### src/include/baud_pkg.sv
package baud_pkg;

  // Register byte addresses on the AXI4-Lite bus.
  localparam logic [4:0] baud_control_addr            = 5'h00;
  localparam logic [4:0] receive_status_control_addr  = 5'h04;
  localparam logic [4:0] baud_divisor_low_addr        = 5'h08;
  localparam logic [4:0] baud_divisor_high_addr       = 5'h0C;
  localparam logic [4:0] transmit_status_control_addr = 5'h10;

  // Field positions in baud_control.
  localparam int unsigned receive_idle_bit        = 6;
  localparam int unsigned wide_divisor_select_bit = 3;
  // Field positions in transmit_status_control.
  localparam int unsigned clock_source_select_bit = 7;
  localparam int unsigned sync_mode_bit           = 4;
  localparam int unsigned high_speed_select_bit   = 2;
  localparam int unsigned shift_empty_bit         = 1;

  // Writable masks and reset values.
  localparam logic [7:0] baud_control_wmask = 8'h1B;
  localparam logic [7:0] tx_status_wmask    = 8'hFD;
  localparam logic [7:0] rx_status_wmask    = 8'hF8;
  localparam logic [7:0] byte_zero          = 8'h00;

  // Prescale terminal counts: divide by 64, 16 or 4 clocks per divider step.
  localparam logic [5:0] prescale_64 = 6'h3F;
  localparam logic [5:0] prescale_16 = 6'h0F;
  localparam logic [5:0] prescale_4  = 6'h03;

  localparam logic [1:0] resp_okay   = 2'h0;
  localparam logic [1:0] resp_slverr = 2'h2;

  // Rate selection carried from the register file to the divider.
  typedef struct packed {
    logic        sync_mode;
    logic        wide_divisor;
    logic        high_speed;
    logic [15:0] divisor;
    logic        restart;
  } rate_cfg_s;

endpackage

### src/design/baud_divider.sv
`timescale 1ns/1ns
module baud_divider
(
  input  wire logic                aclk,      // System clock.
  input  wire logic                aresetn,   // Synchronous reset, active low.
  input  wire baud_pkg::rate_cfg_s cfg,       // Rate selection and restart.
  output logic                     rate_tick  // One-cycle bit-rate tick.
);

  typedef struct packed {
    logic [5:0]  pre;
    logic [15:0] count;
    logic        tick;
  } div_state_s;

  div_state_s q, d;
  logic [5:0]  pre_limit;
  logic [15:0] count_limit;

  // Prescale and divider width from the mode bits.
  always_comb
  begin
    if (cfg.sync_mode || (cfg.wide_divisor && cfg.high_speed))
      pre_limit = baud_pkg::prescale_4;  // RQ10 RQ12 RQ6
    else if (cfg.wide_divisor || cfg.high_speed)
      pre_limit = baud_pkg::prescale_16; // RQ9 RQ12 RQ5
    else
      pre_limit = baud_pkg::prescale_64; // RQ8
    if (cfg.wide_divisor)
      count_limit = cfg.divisor;         // RQ4 RQ2
    else
      count_limit = {8'h00, cfg.divisor[7:0]};
  end

  // Free-running divider: pre counts clocks, count counts up to n.
  always_comb
  begin
    d      = q;
    d.tick = 1'b0;
    if (cfg.restart)
    begin
      d.pre   = '0; // RQ7
      d.count = '0;
    end
    else if (q.pre >= pre_limit)
    begin
      d.pre = '0;
      if (q.count >= count_limit)
      begin
        d.count = '0; // RQ3
        d.tick  = 1'b1;
      end
      else
        d.count = q.count + 16'h0001;
    end
    else
      d.pre = q.pre + 6'h01;
  end

  // Reset clears the prescaler and the count, so the first period is a full one.
  always_ff @(posedge aclk)
  begin
    if (!aresetn)
      q <= '0;
    else
      q <= d;
  end

  assign rate_tick = q.tick;

endmodule

### src/design/pin_sync.sv
`timescale 1ns/1ns
module pin_sync
(
  input  wire logic aclk,    // System clock.
  input  wire logic aresetn, // Synchronous reset, active low.
  input  wire logic pin_in,  // Asynchronous pin level.
  output logic      level    // Filtered level.
);

  typedef struct packed {
    logic s1;
    logic s2;
    logic s3;
    logic lvl;
  } sync_state_s;

  sync_state_s q, d;

  // Three stages; the level moves once stages two and three agree.
  always_comb
  begin
    d     = q;
    d.s1  = pin_in;
    d.s2  = q.s1;
    d.s3  = q.s2;
    if (q.s2 == q.s3)
      d.lvl = q.s3;
  end

  // Reset to the idle-high line level so that no false start bit follows reset.
  always_ff @(posedge aclk)
  begin
    if (!aresetn)
      q <= '1;
    else
      q <= d;
  end

  assign level = q.lvl;

endmodule

### src/design/baud_rate_generator.sv
`timescale 1ns/1ns
// Behaviour
// RQ1 - One divider timer, 8-bit or 16-bit, times both asynchronous and synchronous operation.
// RQ2 - After reset the divider is 8-bit; setting wide_divisor_select makes it 16-bit.
// RQ3 - The divider runs continuously with a period set by the divisor byte pair.
// RQ4 - The divisor n is the high byte in bits 15:8 joined with the low byte in bits 7:0.
// RQ5 - In asynchronous mode high_speed_select and wide_divisor_select pick the multiplier.
// RQ6 - In synchronous mode high_speed_select does not change the rate.
// RQ7 - Writing either divisor byte clears the running count at once.
// RQ8 - Asynchronous, 8-bit, low speed divides the clock by 64 times (n+1).
// RQ9 - Asynchronous, 16-bit, low speed divides the clock by 16 times (n+1).
// RQ10 - Synchronous 8-bit divides the clock by 4 times (n+1) whatever high_speed_select holds.
// RQ11 - Software should see the receiver idle before changing the system clock.
// RQ12 - Async 8-bit high speed divides by 16(n+1); async 16-bit high speed and sync 16-bit by 4(n+1).
// RQ13 - The receive idle flag reads 1 while the receiver is idle and 0 while it receives.
// RQ14 - With synchronous mode and clock_source_select set, the serial clock comes from the divider.
module baud_rate_generator
(
  input  wire logic        aclk,            // System clock, 125 MHz.
  input  wire logic        aresetn,         // Synchronous reset, active low.
  input  wire logic [4:0]  s_axi_awaddr,    // Write address.
  input  wire logic        s_axi_awvalid,   // Write address valid.
  output logic             s_axi_awready,   // Write address ready.
  input  wire logic [31:0] s_axi_wdata,     // Write data.
  input  wire logic [3:0]  s_axi_wstrb,     // Write byte strobes.
  input  wire logic        s_axi_wvalid,    // Write data valid.
  output logic             s_axi_wready,    // Write data ready.
  output logic [1:0]       s_axi_bresp,     // Write response.
  output logic             s_axi_bvalid,    // Write response valid.
  input  wire logic        s_axi_bready,    // Write response ready.
  input  wire logic [4:0]  s_axi_araddr,    // Read address.
  input  wire logic        s_axi_arvalid,   // Read address valid.
  output logic             s_axi_arready,   // Read address ready.
  output logic [31:0]      s_axi_rdata,     // Read data.
  output logic [1:0]       s_axi_rresp,     // Read response.
  output logic             s_axi_rvalid,    // Read data valid.
  input  wire logic        s_axi_rready,    // Read data ready.
  input  wire logic        rx_pin,          // Asynchronous receive pin.
  input  wire logic        rx_busy,         // Receiver is assembling a character.
  input  wire logic        tx_shift_empty,  // Transmit shift register empty.
  output logic             rate_tick,       // One-cycle bit-rate tick.
  output logic             serial_clock_o,  // Synchronous master clock out.
  output logic             serial_clock_oe  // Clock pin drive enable.
);

  typedef struct packed {
    // Write channel holding state.
    logic        aw_held;
    logic [4:0]  aw_addr;
    logic        w_held;
    logic [7:0]  w_byte;
    logic        w_lane;
    logic        bvalid;
    logic [1:0]  bresp;
    // Read answer, captured at acceptance.
    logic        rvalid;
    logic [1:0]  rresp;
    logic [7:0]  rdata;
    // Software-visible registers.
    logic [7:0]  baud_control;
    logic [7:0]  rx_status;
    logic [7:0]  div_low;
    logic [7:0]  div_high;
    logic [7:0]  tx_status;
    // Divider restart and output stages.
    logic        restart;
    logic        rx_idle;
    logic        tick;
    logic        sclk;
    logic        sclk_oe;
    // Registered ready flags, so the handshake outputs come from flip-flops.
    logic        awready;
    logic        wready;
    logic        arready;
  } regs_state_s;

  // Register state and the wiring between the bus, the divider and the filter.
  regs_state_s        q, d;
  baud_pkg::rate_cfg_s cfg;
  logic               div_tick;
  logic               rx_level;
  logic               do_write;
  logic [7:0]         rd_byte;
  logic               rd_ok;
  logic               master_clk;

  // Settings handed to the divider.
  // The speed bit is passed on as stored; the divider ignores it in synchronous mode.
  always_comb
  begin
    cfg.sync_mode    = q.tx_status[baud_pkg::sync_mode_bit];
    cfg.wide_divisor = q.baud_control[baud_pkg::wide_divisor_select_bit]; // RQ2
    cfg.high_speed   = q.tx_status[baud_pkg::high_speed_select_bit];      // RQ5
    cfg.divisor      = {q.div_high, q.div_low};                           // RQ4
    cfg.restart      = q.restart;                                         // RQ7
  end

  // The one divider times both asynchronous and synchronous operation.
  baud_divider u_divider
  (
    .aclk      (aclk),
    .aresetn   (aresetn),
    .cfg       (cfg),
    .rate_tick (div_tick)
  );

  // The receive line comes from a pin and is filtered before use.
  pin_sync u_rx_sync
  (
    .aclk    (aclk),
    .aresetn (aresetn),
    .pin_in  (rx_pin),
    .level   (rx_level)
  );

  // Both halves of a write are held before the store; a pending response blocks the next.
  assign do_write   = q.aw_held && q.w_held && !q.bvalid;
  // The master clock is generated only in synchronous master mode.
  assign master_clk = q.tx_status[baud_pkg::sync_mode_bit]
                      && q.tx_status[baud_pkg::clock_source_select_bit];

  // Read mux; live status bits are merged into the returned byte.
  always_comb
  begin
    rd_ok   = 1'b1;
    rd_byte = baud_pkg::byte_zero;
    case (s_axi_araddr)
      baud_pkg::baud_control_addr:
      begin
        // The receive idle flag is live; the stored bit under it is never read.
        rd_byte = {q.baud_control[7], q.rx_idle, q.baud_control[5:0]}; // RQ13
      end
      baud_pkg::receive_status_control_addr:
      begin
        rd_byte = q.rx_status;
      end
      baud_pkg::baud_divisor_low_addr:
      begin
        rd_byte = q.div_low; // RQ4
      end
      baud_pkg::baud_divisor_high_addr:
      begin
        rd_byte = q.div_high; // RQ4
      end
      baud_pkg::transmit_status_control_addr:
      begin
        // The shift-empty bit shows the partner's state, not a stored value.
        rd_byte = {q.tx_status[7:2], tx_shift_empty, q.tx_status[0]};
      end
      default:
      begin
        // Unmapped words answer with an error and read as zero.
        rd_ok = 1'b0;
      end
    endcase
  end

  // Bus slave, register writes and output stages.
  always_comb
  begin
    d         = q;
    d.restart = 1'b0;
    // Capture the write address on its own; it may come before or after the data.
    if (s_axi_awvalid && !q.aw_held)
    begin
      d.aw_held = 1'b1;
      d.aw_addr = s_axi_awaddr;
    end
    // Capture the write data on its own; only byte lane zero carries a register.
    if (s_axi_wvalid && !q.w_held)
    begin
      d.w_held = 1'b1;
      d.w_byte = s_axi_wdata[7:0];
      d.w_lane = s_axi_wstrb[0];
    end
    // Store once both halves are held, then answer on the response channel.
    if (do_write)
    begin
      d.aw_held = 1'b0;
      d.w_held  = 1'b0;
      d.bvalid  = 1'b1;
      d.bresp   = baud_pkg::resp_okay;
      case (q.aw_addr)
        baud_pkg::baud_control_addr:
        begin
          // Only the implemented control bits take the written value.
          if (q.w_lane)
            d.baud_control = q.w_byte & baud_pkg::baud_control_wmask; // RQ2
        end
        baud_pkg::receive_status_control_addr:
        begin
          // The error and ninth-bit flags below bit three stay zero.
          if (q.w_lane)
            d.rx_status = q.w_byte & baud_pkg::rx_status_wmask;
        end
        baud_pkg::baud_divisor_low_addr:
        begin
          if (q.w_lane)
            d.div_low = q.w_byte;
          // The count restarts even with the lane masked, so a rate change is prompt.
          d.restart = 1'b1; // RQ7
        end
        baud_pkg::baud_divisor_high_addr:
        begin
          if (q.w_lane)
            d.div_high = q.w_byte;
          d.restart = 1'b1; // RQ7
        end
        baud_pkg::transmit_status_control_addr:
        begin
          // The shift-empty bit is live status and is never stored.
          if (q.w_lane)
            d.tx_status = q.w_byte & baud_pkg::tx_status_wmask;
        end
        default:
        begin
          // An unmapped word changes nothing and reports an error.
          d.bresp = baud_pkg::resp_slverr;
        end
      endcase
    end
    else if (q.bvalid && s_axi_bready)
    begin
      // The response stands until the master takes it.
      d.bvalid = 1'b0;
    end
    // One read at a time, answered the cycle after acceptance.
    if (s_axi_arvalid && !q.rvalid)
    begin
      // Data are captured here, so later changes do not disturb a pending answer.
      d.rvalid = 1'b1;
      d.rdata  = rd_byte;
      if (rd_ok)
      begin
        d.rresp = baud_pkg::resp_okay;
      end
      else
      begin
        d.rresp = baud_pkg::resp_slverr;
      end
    end
    else if (q.rvalid && s_axi_rready)
    begin
      // The read answer stands until the master takes it.
      d.rvalid = 1'b0;
    end
    // Ready flags are registered copies of the next holding state.
    d.awready = !d.aw_held;
    d.wready  = !d.w_held;
    d.arready = !d.rvalid;
    // Idle unless the receiver is busy or the line sits in a start bit.
    d.rx_idle = !(rx_busy || !rx_level); // RQ13
    // The tick is registered once more so the output comes from a flip-flop.
    d.tick    = div_tick; // RQ1
    // Master clock toggles each tick; driven only in synchronous master mode.
    d.sclk_oe = master_clk; // RQ14
    if (!master_clk)
    begin
      // Outside master mode the clock rests high, ready for its first edge.
      d.sclk = 1'b1;
    end
    else if (div_tick)
    begin
      d.sclk = !q.sclk; // RQ14
    end
  end

  // All state moves on every edge; reset leaves the bus ready and the receiver idle.
  always_ff @(posedge aclk)
  begin
    if (!aresetn)
    begin
      q         <= '0;
      q.awready <= 1'b1;
      q.wready  <= 1'b1;
      q.arready <= 1'b1;
      q.rx_idle <= 1'b1;
      q.sclk    <= 1'b1;
    end
    else
    begin
      q <= d;
    end
  end

  // Bus handshake outputs.
  assign s_axi_awready   = q.awready;
  assign s_axi_wready    = q.wready;
  assign s_axi_bvalid    = q.bvalid;
  assign s_axi_bresp     = q.bresp;
  assign s_axi_arready   = q.arready;
  assign s_axi_rvalid    = q.rvalid;
  assign s_axi_rresp     = q.rresp;
  // Registers are one byte wide; the upper read lanes are always zero.
  assign s_axi_rdata     = {24'h00_0000, q.rdata};
  // Serial side outputs.
  assign rate_tick       = q.tick;
  assign serial_clock_o  = q.sclk;
  assign serial_clock_oe = q.sclk_oe;

endmodule

### config.mk
export PLATFORM = sky130hd
export DESIGN_NAME = baud_rate_generator
export DESIGN_NICKNAME = d
export VERILOG_FILES = /design/src/include/baud_pkg.sv /design/src/design/baud_divider.sv /design/src/design/pin_sync.sv /design/src/design/baud_rate_generator.sv
export SDC_FILE = /design/constraint.sdc
export NUM_CORES = 1
export LEC_CHECK = 0
export ABC_AREA = 1
export BUFFER_PORTS_ARGS = -buffer_cell sky130_fd_sc_hd__buf_4
export CELL_PAD_IN_SITES_DETAIL_PLACEMENT = 1
export CELL_PAD_IN_SITES_GLOBAL_PLACEMENT = 1
export CORE_MARGIN = 2
export CORE_UTILIZATION = 43
export CTS_BUF_LIST = sky130_fd_sc_hd__clkbuf_16
export DETAILED_ROUTE_END_ITERATION = 7
export PLACE_DENSITY = 0.91
export SLEW_MARGIN = 15
export SYNTH_ARGS = -nofsm -noshare
export SYNTH_HDL_FRONTEND = slang
export SYNTH_HIERARCHICAL = 1
export SYNTH_SLANG_ARGS = --single-unit
export TNS_END_PERCENT = 10
### constraint.sdc
create_clock -name aclk -period 3.3 [get_ports aclk]
set_input_delay 0.66 -clock aclk [delete_from_list [all_inputs] [get_ports aclk]]
set_output_delay 0.66 -clock aclk [all_outputs]
set_load 0.1 [all_outputs]
### Word level (Yosys, flattened, before mapping)

Index checks and enable logic that the tools add are counted.

* output and inout bits: 44
* input bits: 56
* flip-flop bits (word level): 97
* word-level logic and storage cells: 101

* $lt $le $gt $ge: 2
* add/sub/neg operators: 2
* bitwise operators: 2
* reductions and logical operators: 38
* multiplexer cells: 18
* equality and inequality tests: 9

Operators by type and width (number)
* one-hot mux 8 bit (5 select lines): 1
* 2-to-1 mux 16 bit: 2
* equality test 5 x 4 -> 1 bit, second input constant: 4
* 2-to-1 mux 6 bit: 3
* adder 16 x 1 -> 16 bit, second input constant: 1
* >= comparator 16 bit: 1
* AND reduction 3 bit: 5
* equality test 5 x 3 -> 1 bit, second input constant: 2
* equality test 5 bit, second input constant: 2
* logical NOT 1 bit: 10
* logical NOT 5 bit: 2
* 2-to-1 mux 10 bit: 1
* OR reduction 5 bit: 2
* logical AND 1 bit: 9
* 2-to-1 mux 1 bit: 9
* adder 6 x 1 -> 6 bit, second input constant: 1
* >= comparator 6 bit: 1
* OR reduction 3 bit: 2
* 2-to-1 mux 2 bit: 2
* AND reduction 2 bit: 2
* OR reduction 2 bit: 2
* logical OR 1 bit: 3
* NOT 1 bit: 2
* nonzero test 2 bit: 1
* equality test 1 bit: 1

### Longest topological paths before layout

* depth in word-level cells: 6
* depth in mapped cells: 15
* mapped depth without buffers: 14

### Hierarchy

The synthesis kept the hierarchy.

By module, submodules not included
* baud_rate_generator: instances 1, seq. area each 1361.3 sq um, area each 3022.9 sq um, cells each 371
* baud_divider: instances 1, seq. area each 460.4 sq um, area each 1791.7 sq um, cells each 269
* pin_sync: instances 1, seq. area each 80.1 sq um, area each 133.9 sq um, cells each 17

### Worst setup path before layout

No wires, ideal clock.

* path kind: reg2reg
* start: register q (netlist bit cfg[18])
* end: register u_divider/q[19] (netlist name)
* stages on the path, launching flop included: 13
* path slack: 1286 ps
* data required time: 3228 ps
* arrival time: 1942 ps
* cell sequence: dfxtp_1 > clkbuf_1 > inv_1 > o21ai_0 > ha_1 > nand2_1 > inv_1 > o21ai_2 > nand3_2 > buf_2 > nor2_2 > inv_2 > nor3b_2

* cells in the longest elaborated chain, start to end: 5
* elaborated cells between the ends (all ways): 7
* those cells by class: order compare (1); mux (2); reduce/logical (4)

RTL lines
* start, declared: RTL line baud_rate_generator.sv:78 `regs_state_s q, d;`
* logical OR 1 bit / logical AND 1 bit (equally long branches): RTL line baud_divider.sv:25, baud_divider.sv:23
* 2-to-1 mux 6 bit / logical OR 1 bit (equally long branches): RTL line baud_divider.sv:25, baud_divider.sv:23
* 2-to-1 mux 6 bit (*): RTL line baud_divider.sv:23 `if (cfg.sync_mode || (cfg.wide_divisor && cfg.high_speed))`
* >= comparator 6 bit (*): RTL line baud_divider.sv:45 `else if (q.pre >= pre_limit)`
* OR reduction 3 bit (no source line) (*)
* end signal, assigned: RTL line baud_divider.sv:64 `q <= '0;`
* end signal, assigned: RTL line baud_divider.sv:66 `q <= d;`
* end, declared: RTL line baud_divider.sv:16 `div_state_s q, d;`

Mark *: on every way between the ends. The rest lies on a longest branch, timed or not.
A chain may end at the register's enable or synchronous reset.

### Worst setup path after layout

* start: register q (netlist bit cfg[17])
* end: register u_divider/q[14] (netlist name)

* cells in the longest elaborated chain, start to end: 4
* elaborated cells between the ends (all ways): 6
* those cells by class: order compare (1); mux (2); reduce/logical (3)

RTL lines (RTL line)
* logical OR 1 bit / logical AND 1 bit (equally long branches): baud_divider.sv:25, baud_divider.sv:23
* 2-to-1 mux 6 bit / logical OR 1 bit (equally long branches): baud_divider.sv:25, baud_divider.sv:23
* 2-to-1 mux 6 bit (*): baud_divider.sv:23
* >= comparator 6 bit (*): baud_divider.sv:45

Marked as above.

==> flow_metrics.env <==
export IMPL_synth_edf_count=0
export IMPL_register_area_mm2=0.001902
export IMPL_sw_frac_of_total_pct=30.33
export IMPL_synthArstFlopShare_pct=0
export IMPL_syn_instance_count=657
export IMPL_finalSetupViolCount=0
export IMPL_synth_top_cell_area_share_pct=38.43
export IMPL_design_die_area_mm2=0.01238
export IMPL_power_sequential_fraction_pct=47.9
export IMPL_cts_repair_resize_count=0
export IMPL_vias=4457
export IMPL_routedWlPerCell_um=16.41
export IMPL_cts_sinks=95
export IMPL_synthDominantAreaCellType="dfxtp_1"
export IMPL_worst_hold_path_type="reg2reg"
export IMPL_maximum_number_of_pins_on_one_net_before_global_route_repair=42
export IMPL_core_area_mm2=0.01132
export IMPL_grt_first_pass_wirelength_um=22510
export IMPL_worst_pin_slew_ps=557.1
export IMPL_clock_power_share_pct=38.5
export IMPL_criticalPathCategory="reg2reg"
export IMPL_layout_commonest_cell="nand2_1"
export IMPL_area_occupied_by_multi_input_gates_mm2=0.002411
export IMPL_detailedRoute_firstPassIterationCount=4
export IMPL_arrival_ps=2600
export IMPL_route_antenna_remaining_nets=0
export IMPL_cts_root_buffer="clkbuf_16"
export IMPL_grt_usage_pct=22.38
export IMPL_finalCritPeriodShare_pct=70.56
export IMPL_setup_tns_final_ps=0
export IMPL_most_common_layout_cells="nand2_1, dfxtp_1, inv_1"
export IMPL_cts_tree="yes"
export IMPL_post_dp_hpwl_um=10070
export IMPL_worstPathMaxFanout=16
export IMPL_grt_pass1_vias=4738
export IMPL_chipHeight_um=111.3
export IMPL_grt_overflow=0
export IMPL_clkLatencyLatePin_ps=350
export IMPL_min_clock_period_post_route_ps=2329
export IMPL_wl_um=13670
export IMPL_post_synth_num_cell_types=37
export IMPL_worst_ir_drop_vdd_uv=212.4
export IMPL_fillCellCount=1437
export IMPL_n_antenna_cell=0
export IMPL_clk_transition_reported_paths_ps=60
export IMPL_timing_critical_path_required_ps=3570
export IMPL_final_hold_viol_count=0
export IMPL_design_power_total_mw=2.501
export IMPL_ys_seq_area_share_pct=38.43
export IMPL_cts_hold_fix_buffers=0
export IMPL_row_count=39
export IMPL_power_per_cell_area_mw_per_mm2=457.2
export IMPL_floorplan_initialDensity_pct=43.71
export IMPL_final_layout_size_suffix_gt1_share_pct=15.80
export IMPL_layout_nets=765
export IMPL_rsz0062_at_grt="false"
export IMPL_relSlewSlack_pct=62.82
export IMPL_clockBufferDepth=2
export IMPL_report_final_slew_viol_count=0
export IMPL_ys_warn_count=6
export IMPL_drt_drc_violations_left=0
export IMPL_skew_ps=11.49
export IMPL_detail_route_iter0_violations=222
export IMPL_antenna_found_initial=0
export IMPL_routed_via_density=5.351
export IMPL_power_frac_comb_pct=13.6
export IMPL_internal_power_mw=1.743
export IMPL_areaGrowthSynthToFinish_pct=10.54
export IMPL_die_width_um=111.3
export IMPL_kind_of_end_point_of_the_critical_path="register"
export IMPL_switching_power_mw=0.7585
export IMPL_achievable_frequency_mhz=429.4
export IMPL_io_buffers=46
export IMPL_main_flop_type_after_synthesis="dfxtp_1"
export IMPL_largest_cells_by_area_after_synthesis="dfxtp_1, nand2_1, inv_1, ha_1, buf_4"
export IMPL_timing_critical_path_from_type="register"
export IMPL_ioPinCount=100
export IMPL_post_cts_buffers=0
export IMPL_synth_avg_cell_area_um2=7.532
export IMPL_status="finished clean"
export IMPL_synth_seq_cells=95
export IMPL_number_of_buffers_created_by_cts=9
export IMPL_max_cap_viol_count=0
export IMPL_synth_area_mm2=0.004948
export IMPL_max_h_tree_level=3
export IMPL_gp_congestion=0.8363
export IMPL_leakagePower_nw=2.330
## state kept, by name, summed over array words and instances (netlist names)
| register | count |
|---|---|
| u_rx_sync/q | 1 |
| s_axi_rvalid | 1 |
| s_axi_bresp | 1 |
| s_axi_rresp | 1 |
| u_rx_sync/d | 2 |
| cfg | 20 |
| u_rx_sync/level | 1 |
| s_axi_bvalid | 1 |
| s_axi_arready | 1 |
| u_divider/q | 22 |
| serial_clock_o | 1 |
| rate_tick | 1 |
| s_axi_wready | 1 |
| q | 30 |
| serial_clock_oe | 1 |
| u_divider/rate_tick | 1 |
| s_axi_rdata | 8 |
| s_axi_awready | 1 |
## Yosys cell counts, types with 6 or more instances
cell,count
clkbuf_1,8
nor2_2,7
buf_2,7
a21oi_1,52
nor2_4,7
dfxtp_1,95
o21ai_1,7
nand2_1,104
nand3_1,31
nand4_1,31
a211oi_1,12
o21ai_0,42
inv_1,82
ha_1,22
nor2_1,59
inv_2,6
buf_4,36
## power by group through the flow
stage	clock network (mW)	registers [mW]	logic (mW)
2_1_floorplan	0	1.25	0.266
3_3_place_gp	0	1.22	0.329
3_5_place_dp	0	1.22	0.339
4_1_cts	0.973	1.20	0.341
5_1_grt	1.02	1.20	0.362
6_report	0.962	1.20	0.341
## routing by layer
layer / share of wire, % / up-vias / global-route usage (%)
met4: 2.4 / 0 / 8.971
met2: 53 / 105 / 42.11
met1: 41 / 2166 / 25.30
met5: 0 / - / 0
met3: 3.6 / 23 / 3.007
li1: - / 2163 / -
## cells by family after synthesis
logic type	after synthesis	synth area share (%)
and+or+nand+nor	263	25.97
other	1	0.07578
adders and majority gates	22	5.562
AOI/OAI and AO/OA	126	14.51
xor gates and xnor gates	4	0.7081
DFF	95	38.43
buffers and inverters	146	14.74
## final cells by class
cell class,count,share of cell area [%]
clock inverters,5,0.6633
repair buffers,51,6.999
inverters,89,6.107
well taps,143,3.271
clock buffers,9,4.117
multi-input cells,441,44.08
flip-flops and latches,95,34.77
## final timing paths
| path | from | endpoint | slack (ps) | cells after the start |
|---|---|---|---|---|
| setup / recovery | cfg[17] | u_divider/q[14] | 970 | 10 |
| hold / removal | u_rx_sync/d[2] | u_rx_sync/d[1] | 400 | 2 |
| setup reg to reg | cfg[17] | u_divider/q[14] | 970 | 10 |
| hold reg to reg | u_rx_sync/d[2] | u_rx_sync/d[1] | 400 | 2 |
## stage by stage
stage / util (%) / hold WS, ps / instances / setup WS (ps) / instance area [um2]
6_report: 48.32 / 401.2 / 833 / 971.4 / 5470
2_1_floorplan: - / 379.5 / 682 / 1286 / 5042
3_3_place_gp: 46.01 / 383.3 / 819 / 1179 / 5209
3_5_place_dp: 46.01 / 397.5 / 819 / 1017 / 5209
4_1_cts: 48.32 / 407.8 / 833 / 969.0 / 5470
5_1_grt: 48.32 / 417.5 / 833 / 727.7 / 5470
## critical path, cell delays in order (launching register included)
cell and delay [ps]:
dfxtp_1 380, inv_1 70, o21ai_0 290, ha_1 320
nand2_1 60, inv_1 40, o21ai_2 120, nand3_2 360
nand2_2 390, nand3_1 110, nor2_1 110
Power figures use the tool's default switching activity.
